$ cat config.mk
export PLATFORM = sky130hd
export DESIGN_NAME = isr_status_bank
export DESIGN_NICKNAME = d
export VERILOG_FILES = /design/src/verilog/isr_pkg.sv /design/src/verilog/isr_status_bank.sv
export SDC_FILE = /design/constraint.sdc
export NUM_CORES = 1
export LEC_CHECK = 0
export ABC_AREA = 1
export BUFFER_PORTS_ARGS = -buffer_cell sky130_fd_sc_hd__buf_2
export CAP_MARGIN = 10
export CORE_AREA = 2 2 97 99
export DETAILED_ROUTE_END_ITERATION = 8
export DIE_AREA = 0 0 99 101
export PLACE_DENSITY = 0.65
export SLEW_MARGIN = 20
export SYNTH_ARGS = -nofsm -noshare
export SYNTH_HDL_FRONTEND = slang
export SYNTH_SLANG_ARGS = --single-unit
$ cat constraint.sdc
create_clock -name clk -period 2.5 [get_ports clk]
set_input_delay 0.375 -clock clk [delete_from_list [all_inputs] [get_ports clk]]
set_output_delay 0.375 -clock clk [all_outputs]
set_load 0.05 [all_outputs]
$ cat src/verilog/isr_pkg.sv
// package: offsets, field positions, reset values and carriers of the status flag bank
package isr_pkg;
  localparam int ADDR_W = 8;
  localparam int DATA_W = 32;
  // register byte offsets
  localparam logic [7:0] OFS_IER = 8'h04;
  localparam logic [7:0] OFS_STR = 8'h08;
  localparam logic [7:0] OFS_DRR = 8'h18;
  localparam logic [7:0] OFS_DXR = 8'h20;
  localparam logic [7:0] OFS_MDR = 8'h24;
  // status field positions
  localparam int B_AL = 0;
  localparam int B_NACK = 1;
  localparam int B_ACCESS_READY_FLAG = 2;
  localparam int B_RRDY = 3;
  localparam int B_XRDY = 4;
  localparam int B_SCD = 5;
  localparam int B_GC = 8;
  localparam int B_AAS = 9;
  localparam int B_TX_NOT_UNDERFLOW_FLAG = 10;
  localparam int B_OVR = 11;
  localparam int B_BB = 12;
  localparam int B_NSNT = 13;
  localparam int B_SLAVE_TX_DIRECTION = 14;
  localparam int STR_W = 15;
  localparam int IER_W = 7;
  // status value after reset: underflow-absent and tx ready high
  localparam logic [14:0] STR_RST = 15'h0410;
  // write-one-to-clear bits
  localparam logic [14:0] STR_W1C = 15'h703F;
  // mode control field positions
  localparam int M_LOOP = 3;
  localparam int M_RUN = 5;
  localparam int M_START = 13;
  localparam int M_NACK = 15;
  localparam logic [15:0] MDR_RST = 16'h0000;
  localparam logic [6:0] IER_RST = 7'h00;
  localparam logic [7:0] BYTE_RST = 8'h00;
  localparam logic [2:0] SYNC_RST = 3'h7;

  // pulses and levels from the transfer engine, same clock
  typedef struct packed {
    logic arb_lost;
    logic nack_rcvd;
    logic access_rdy;
    logic rx_rdy;
    logic tx_rdy;
    logic start_sent;
    logic stop_sent;
    logic nack_driven;
    logic slave_tx;
    logic addr_slave;
    logic gen_call;
    logic rx_byte_valid;
    logic [7:0] rx_byte;
    logic tx_xfer;
    logic tx_shift_empty;
  } isr_engine_ev_t;

  // controls handed to the transfer engine
  typedef struct packed {
    logic module_run;
    logic start_request;
    logic force_nack;
    logic loopback;
    logic rep_start;
    logic [7:0] tx_data;
  } isr_ctrl_t;
endpackage

$ cat src/verilog/isr_status_bank.sv
// status flag register bank with bus condition watcher
`timescale 1ns/1ps
module isr_status_bank (
  clk,
  nrst,
  addr,
  wdata,
  wr_en,
  rd_en,
  rdata,
  scl_in,
  sda_in,
  engine_ev,
  ctrl,
  irq
);
  import isr_pkg::*;
  input wire logic clk;
  input wire logic nrst;
  input wire logic [isr_pkg::ADDR_W-1:0] addr;
  input wire logic [isr_pkg::DATA_W-1:0] wdata;
  input wire logic wr_en;
  input wire logic rd_en;
  output logic [isr_pkg::DATA_W-1:0] rdata;
  input wire logic scl_in;
  input wire logic sda_in;
  input wire isr_pkg::isr_engine_ev_t engine_ev;
  output isr_pkg::isr_ctrl_t ctrl;
  output logic irq;

  logic [14:0] str_q;
  logic [6:0] ier_q;
  logic [15:0] mdr_q;
  logic [7:0] rx_q;
  logic rx_full_q;
  logic tx_loaded_q;
  logic [7:0] tx_q;
  logic rep_start_q;
  logic irq_q;
  logic [31:0] rdata_q;
  logic [2:0] scl_s_q;
  logic [2:0] sda_s_q;
  logic scl_f_q;
  logic sda_f_q;
  logic start_det;
  logic stop_det;
  logic run;
  logic wr_str;
  logic wr_mdr;
  logic [14:0] w1c;

  // one-hot address match shared by read and write decode
  function automatic logic hit(input logic [7:0] a, input logic [7:0] ofs);
    hit = (a == ofs);
  endfunction

  // strobes and decode
  assign run = mdr_q[M_RUN];
  assign wr_str = wr_en && hit(addr, OFS_STR);
  assign wr_mdr = wr_en && hit(addr, OFS_MDR);
  assign w1c = wr_str ? (wdata[14:0] & STR_W1C) : 15'h0000;

  // three-stage pin samplers; stage one feeds stage two only
  always_ff @(posedge clk or negedge nrst) begin
    if (!nrst) begin
      scl_s_q <= SYNC_RST;
      sda_s_q <= SYNC_RST;
    end else begin
      scl_s_q <= {scl_s_q[1:0], scl_in};
      sda_s_q <= {sda_s_q[1:0], sda_in};
    end
  end

  // accept a level only once stages two and three agree
  always_ff @(posedge clk or negedge nrst) begin
    if (!nrst) begin
      scl_f_q <= 1'b1;
      sda_f_q <= 1'b1;
    end else begin
      if (scl_s_q[1] == scl_s_q[2]) begin
        scl_f_q <= scl_s_q[2];
      end
      if (sda_s_q[1] == sda_s_q[2]) begin
        sda_f_q <= sda_s_q[2];
      end
    end
  end

  // data edges while clock stays high mark START and STOP
  assign start_det = scl_f_q && sda_f_q && !sda_s_q[2] && (sda_s_q[1] == sda_s_q[2])
                     && scl_s_q[2];
  assign stop_det = scl_f_q && !sda_f_q && sda_s_q[2] && (sda_s_q[1] == sda_s_q[2])
                    && scl_s_q[2];

  // mode control, interrupt enables, transmit holder
  always_ff @(posedge clk or negedge nrst) begin
    if (!nrst) begin
      mdr_q <= MDR_RST;
      ier_q <= IER_RST;
      tx_q <= BYTE_RST;
    end else begin
      if (wr_mdr) begin
        mdr_q <= wdata[15:0];
      end
      if (wr_en && hit(addr, OFS_IER)) begin
        ier_q <= wdata[6:0];
      end
      if (wr_en && hit(addr, OFS_DXR)) begin
        tx_q <= wdata[7:0];
      end
    end
  end

  // repeated start pulse for the engine
  always_ff @(posedge clk or negedge nrst) begin
    if (!nrst) begin
      rep_start_q <= 1'b0;
    end else begin
      rep_start_q <= wr_mdr && wdata[M_START] && str_q[B_BB] && run;
    end
  end

  // receive holder; a new byte is dropped while the old one is unread
  always_ff @(posedge clk or negedge nrst) begin
    if (!nrst) begin
      rx_q <= BYTE_RST;
      rx_full_q <= 1'b0;
    end else if (!run) begin
      rx_full_q <= 1'b0;
    end else if (engine_ev.rx_byte_valid && !rx_full_q) begin
      rx_q <= engine_ev.rx_byte;
      rx_full_q <= 1'b1;
    end else if (rd_en && hit(addr, OFS_DRR)) begin
      rx_full_q <= 1'b0;
    end
  end

  // transmit holder loaded since the last shifter transfer
  always_ff @(posedge clk or negedge nrst) begin
    if (!nrst) begin
      tx_loaded_q <= 1'b0;
    end else if (!run) begin
      tx_loaded_q <= 1'b0;
    end else if (wr_en && hit(addr, OFS_DXR)) begin
      tx_loaded_q <= 1'b1;
    end else if (engine_ev.tx_xfer) begin
      tx_loaded_q <= 1'b0;
    end
  end

  // event flags: set beats a same-cycle clear, except loopback, which holds the direction flag clear over slave_tx
  always_ff @(posedge clk or negedge nrst) begin
    if (!nrst) begin
      str_q <= STR_RST;
    end else if (!run) begin
      str_q <= STR_RST;
    end else begin
      str_q[B_AL] <= engine_ev.arb_lost | (str_q[B_AL] & ~w1c[B_AL]);
      str_q[B_NACK] <= engine_ev.nack_rcvd | (str_q[B_NACK] & ~w1c[B_NACK]);
      str_q[B_ACCESS_READY_FLAG] <= engine_ev.access_rdy | (str_q[B_ACCESS_READY_FLAG] & ~w1c[B_ACCESS_READY_FLAG]);
      str_q[B_RRDY] <= engine_ev.rx_rdy | (str_q[B_RRDY] & ~w1c[B_RRDY]);
      str_q[B_XRDY] <= engine_ev.tx_rdy | (str_q[B_XRDY] & ~w1c[B_XRDY]);
      str_q[B_SCD] <= stop_det | engine_ev.stop_sent | (str_q[B_SCD] & ~w1c[B_SCD]);
      str_q[B_GC] <= engine_ev.gen_call;
      str_q[B_AAS] <= engine_ev.addr_slave;
      // overrun on byte into full holder
      if (engine_ev.rx_byte_valid && rx_full_q) begin
        str_q[B_OVR] <= 1'b1;
      end else if (rd_en && hit(addr, OFS_DRR)) begin
        str_q[B_OVR] <= 1'b0;
      end
      if (wr_en && hit(addr, OFS_DXR)) begin
        str_q[B_TX_NOT_UNDERFLOW_FLAG] <= 1'b1;
      end else if (engine_ev.tx_shift_empty && !tx_loaded_q) begin
        str_q[B_TX_NOT_UNDERFLOW_FLAG] <= 1'b0;
      end
      str_q[B_NSNT] <= engine_ev.nack_driven | (str_q[B_NSNT] & ~w1c[B_NSNT]);
      // start seen or sent sets busy
      // low clock line sets busy; set beats clear while held low
      str_q[B_BB] <= start_det | engine_ev.start_sent | !scl_f_q
                     | (str_q[B_BB] & ~(stop_det | engine_ev.stop_sent | w1c[B_BB]));
      if (mdr_q[M_LOOP]) begin
        str_q[B_SLAVE_TX_DIRECTION] <= 1'b0;
      end else if (engine_ev.slave_tx) begin
        str_q[B_SLAVE_TX_DIRECTION] <= 1'b1;
      end else if (start_det || stop_det || engine_ev.start_sent || engine_ev.stop_sent
                   || w1c[B_SLAVE_TX_DIRECTION]) begin
        str_q[B_SLAVE_TX_DIRECTION] <= 1'b0;
      end
    end
  end

  // interrupt request, registered so the pin never glitches
  always_ff @(posedge clk or negedge nrst) begin
    if (!nrst) begin
      irq_q <= 1'b0;
    end else begin
      irq_q <= (|(str_q[B_SCD:B_AL] & ier_q[5:0])) | (str_q[B_AAS] & ier_q[6]);
    end
  end

  // read data one cycle after the strobe, zero otherwise
  always_ff @(posedge clk or negedge nrst) begin
    if (!nrst) begin
      rdata_q <= 32'h00000000;
    end else if (rd_en && hit(addr, OFS_STR)) begin
      rdata_q <= {17'h00000, str_q};
    end else if (rd_en && hit(addr, OFS_IER)) begin
      rdata_q <= {25'h0000000, ier_q};
    end else if (rd_en && hit(addr, OFS_MDR)) begin
      rdata_q <= {16'h0000, mdr_q};
    end else if (rd_en && hit(addr, OFS_DRR)) begin
      rdata_q <= {24'h000000, rx_q};
    end else begin
      rdata_q <= 32'h00000000;
    end
  end

  // outputs straight from flops
  assign rdata = rdata_q;
  assign irq = irq_q;
  assign ctrl = {mdr_q[M_RUN], mdr_q[M_START], mdr_q[M_NACK], mdr_q[M_LOOP], rep_start_q,
                 tx_q};
endmodule

Word-level counts from Yosys, hierarchy flattened
Cells that the tools add are included.
Widths: inputs -> output; s select.
{"block": "word_totals", "register_bits": 96}
{"block": "classes", "n_bitwise": 31, "n_eq_ne": 12, "n_reduce_logical": 33, "n_mux": 19}
{"cell": "$mux 16", "n": 3}
{"cell": "$logic_and 1x1->1", "n": 22}
{"cell": "$eq 8x6->1 const B", "n": 2}
{"cell": "$mux 15", "n": 1}
{"cell": "$or 1x1->1", "n": 13}
{"cell": "$mux 1", "n": 12}
{"cell": "$and 1x1->1", "n": 9}
{"cell": "$ne 3x1->1 const B", "n": 3}
{"cell": "$eq 8x3->1 const B", "n": 1}
{"cell": "$eq 8x4->1 const B", "n": 1}
{"cell": "$eq 8x5->1 const B", "n": 1}
{"cell": "$mux 8", "n": 1}
{"cell": "$not 1->1", "n": 8}
{"cell": "$mux 7", "n": 1}
{"cell": "$and 6x6->6", "n": 1}
{"cell": "$mux 6", "n": 1}
{"cell": "$reduce_or 6->1", "n": 1}
{"cell": "$logic_not 1->1", "n": 5}
{"cell": "$logic_or 1x1->1", "n": 4}
{"cell": "$ne 4x3->1 const B", "n": 1}
{"cell": "$ne 3x2->1 const B", "n": 1}
{"cell": "$eq 1x1->1", "n": 2}
{"cell": "$reduce_and 2->1", "n": 1}

Depth between registers and ports, before layout
{"block": "depth", "depth_word": 13, "depth_mapped": 8, "depth_no_buf": 8}

Worst setup path after synthesis
No wires, ideal clock.
{"block": "synth_timing", "kind": "in2reg", "start": "in addr[7] (netlist name)", "end": "reg mdr_q[12]", "setup_slack_ps": 1130, "arrival_time_ps": 1245, "stages": 6, "required_time_ps": 2375, "cell_sequence": "nor2_4 -> inv_1 -> nor2_4 -> nand3_4 -> buf_6 -> mux2_4"}
{"block": "synth_via", "elab_chain_len": 2}
{"item": "from (decl)", "line_no": "isr_status_bank.sv:20", "text": "input wire logic [isr_pkg::ADDR_W-1:0] addr;"}
{"item": "$eq 8x6->1", "line_no": "isr_status_bank.sv:54", "text": "hit = (a == ofs);"}
{"item": "$logic_and 1x1->1", "line_no": "isr_status_bank.sv:60", "text": "assign wr_mdr = wr_en && hit(addr, OFS_MDR);"}
{"item": "to (signal assigned)", "line_no": "isr_status_bank.sv:103", "text": "mdr_q <= wdata[15:0];"}
{"item": "to (decl)", "line_no": "isr_status_bank.sv:33", "text": "logic [15:0] mdr_q;"}
No other way between the ends.
A chain may end at the register's enable or synchronous reset.

Worst setup path in the final report
{"block": "layout_timing", "start": "reg mdr_q[5]", "end": "out ctrl[12] (netlist name)"}
{"item": "to (decl)", "line_no": "isr_status_bank.sv:28", "text": "output isr_pkg::isr_ctrl_t ctrl;"}
No word-level cell between the ends.

==> out/results.txt <==
Status - complete, no violations
Tot Pwr - 2836 µW
Pwr per Cell Area - 671.5 nW/µm²
Worst Path Arrival - 1.18 ns
Pins Over Slew Limit - 0
Initial antenna violation count - 0
Final setup viols - 0
Share of the synthesized area in the top cell type - 49.23%
Critical path class - reg -> out
Placeable Area - 8977 µm²
Worst Skew - 0.005430 ns
Most frequent cells in the layout - buf_2, nand2_1, dfrtp_1
Commonest non-fill, non-tap cell in the layout - buf_2
DRT Pass-1 Iters - 4
Mapped Area - 3558 µm²
Crit Path Max Fanout - 10
Area contributors post-synth - dfrtp_1, nand2_1, dfstp_2, nand3_1, buf_4
Post-CTS Repair Setup Buffers - 0
Clock Power Share - 39.2%
Vias after detailed routing - 2748
Switching Fraction - 25.38%
Vias per inst - 4.890
Worst-path clk slew - 0.08 ns
Wire length after detailed routing - 8.243 mm
FILL cells - 854
Worst hold path class - in -> async
# port buffers - 81
Clk Latency, worst-skew pair - 0.35 ns
Syn-to-layout area delta - 18.67%
Worst-margin pin slew - 0.6780 ns
CTS Hold Bufs - 0
DPL Wire Length - 5.886 mm
Max_cap viols - 0
Post-Syn Area per Cell - 9.722 µm²
Grt total ovfl - 0
Proportion of power drawn by combinational gates - 10.8%
Unrepaired setup endpoints after global routing - false
Netlist cell types - 33
DR iter-0 viols - 181
Die area - 9999 µm²
H-tree Lvls - 3
Placer Congestion - 0.8782
Reg power frac - 50.0%
Vias in the first global route - 2687
F_max - 644.0 MHz
First-pass GRT wire length - 13.34 mm
Min Hold Slack - 0.02316 ns
Largest net degree at the start of global routing - 45
Starting Density - 39.64%
CTS tree - built
Yosys top cell by area - dfrtp_1
Reg area - 2014 µm²
Sink Count - 80
YS warnings - 0
Internal - 2116 µW
Post-synthesis sequential area ratio - 56.61%
Crit path capture type - output pin
Layout cells sized above 1 - 31.26%
CTS Buf Count - 9
Die Ht - 101 µm
Minimum clock period - 1.553 ns
N_diodes - 0
Slew headroom - 54.70%
CTS resizes - 0
LEAKAGE - 0.002218 µW
Routed len/inst - 14.67 µm
Net Switching - 719.6 µW
Final Hold Viols - 0
Residual DRC count - 0
Seq cells post-synth - 80
Nets - 514
Crit path required time - 2.12 ns
Fin crit share - 62.11%
Root Buffer Master - clkbuf_8
Peak supply drop - 0.2288 mV
I/O pin cnt - 114
Cells after Synth - 366
Setup_tns - 0 ns
Crit start category - flip-flop
GR Util All Layers - 17.38%
Antenna-violating nets left - 0
Std-Cell Rows - 35
Die width - 99 µm
Multi-input logic area - 1245 µm²
Clk buf depth - 2
[power by group through the flow]
stage,clock (µW),sequential [µW],combinational (µW)
after floorplan,0,1450,193
after global placement,0,1440,302
after detailed placement,0,1440,309
after CTS,1150,1420,310
after global routing,1190,1430,336
final,1110,1420,306
[synthesized netlist by cell type]
cell,number
nand2_1,73
dfrtp_1,70
inv_1,34
nand3_1,32
o21ai_0,30
buf_4,21
nor2_1,20
nand4_1,14
mux2_2,13
a21oi_1,11
dfstp_2,10
buf_2,5
buf_6,3
clkbuf_1,3
nor2_4,3
nor3_1,3
nand2_2,2
nand2_4,2
nand3_2,2
nor2_2,2
a221oi_1,1
a22oi_1,1
and2_2,1
conb_1,1
maj3_1,1
mux2_4,1
nand3_4,1
nor3_2,1
nor3_4,1
nor3b_1,1
o211ai_1,1
o21ai_1,1
o31ai_1,1
[stage by stage]
step | std cells | setup slack (ns) | area [µm²] | utilization [%]
6_report | 562 | 0.9473 | 4223 | 47.04
5_1_grt | 562 | 0.9083 | 4223 | 47.04
4_1_cts | 562 | 0.9229 | 4223 | 47.04
3_5_place_dp | 546 | 0.7664 | 3984 | 44.38
3_3_place_gp | 546 | 0.8278 | 3984 | 44.38
2_1_floorplan | 381 | 1.130 | 3615 | -
[layer usage]
metal  routed length [µm]  global-route usage, %  vias up
li1                     -                      -     1326
met1                 3729                  23.61     1312
met2                 3833                  26.72       96
met3                  527                  4.300       14
met4                  153                  7.271        0
met5                    0                      0        -
[worst max-delay path, cell delays in order, from the launching register on]
cell     delay, ns
dfrtp_1       0.35
buf_4         0.20
buf_2         0.29
[registers in the layout (all words and copies together) (netlist names)]
register     cells
rdata           16
mdr_q           16
scl_f_q          1
tx_q             8
ier_q            7
sda_f_q          1
scl_s_q          3
irq              1
rep_start_q      1
sda_s_q          3
tx_loaded_q      1
rx_full_q        1
str_q           13
rx_q             8
[area by class of cell]
type / instances / area share (%)
repair buffers: 86 / 10.84
clock inverters: 4 / 1.748
multi-input cells: 235 / 29.48
inverters: 34 / 3.022
clock buffers: 12 / 3.911
flip-flops and latches: 80 / 47.70
well taps: 111 / 3.289
[cell families (layout without fill, tap and decap cells)]
| logic type | count (synthesis) | in the layout | share of synthesized area (%) |
|---|---|---|---|
| adders and majority gates | 1 | 1 | 0.2813 |
| muxes | 14 | 14 | 4.536 |
| other | 1 | 16 | 0.1054 |
| DFF | 80 | 80 | 56.61 |
| and+or+nand+nor | 158 | 158 | 21.69 |
| AOI/OAI and AO/OA | 46 | 46 | 6.786 |
| buffers and inverters | 66 | 136 | 9.986 |
[final timing paths]
path                               to  slack [ns]        from  cells after the start
max                          ctrl[12]        0.95    mdr_q[5]                      2
min                           tx_q[3]        0.02        nrst                      1
max reg2reg                   rx_q[2]        1.23    mdr_q[5]                      4
min reg2reg                scl_s_q[1]        0.36  scl_s_q[0]                      0
max in group asynchronous    str_q[4]        1.82        nrst                      2
min in group clk           sda_s_q[0]        0.12      sda_in                      1
Note: power is estimated with default switching activity, not from simulation.
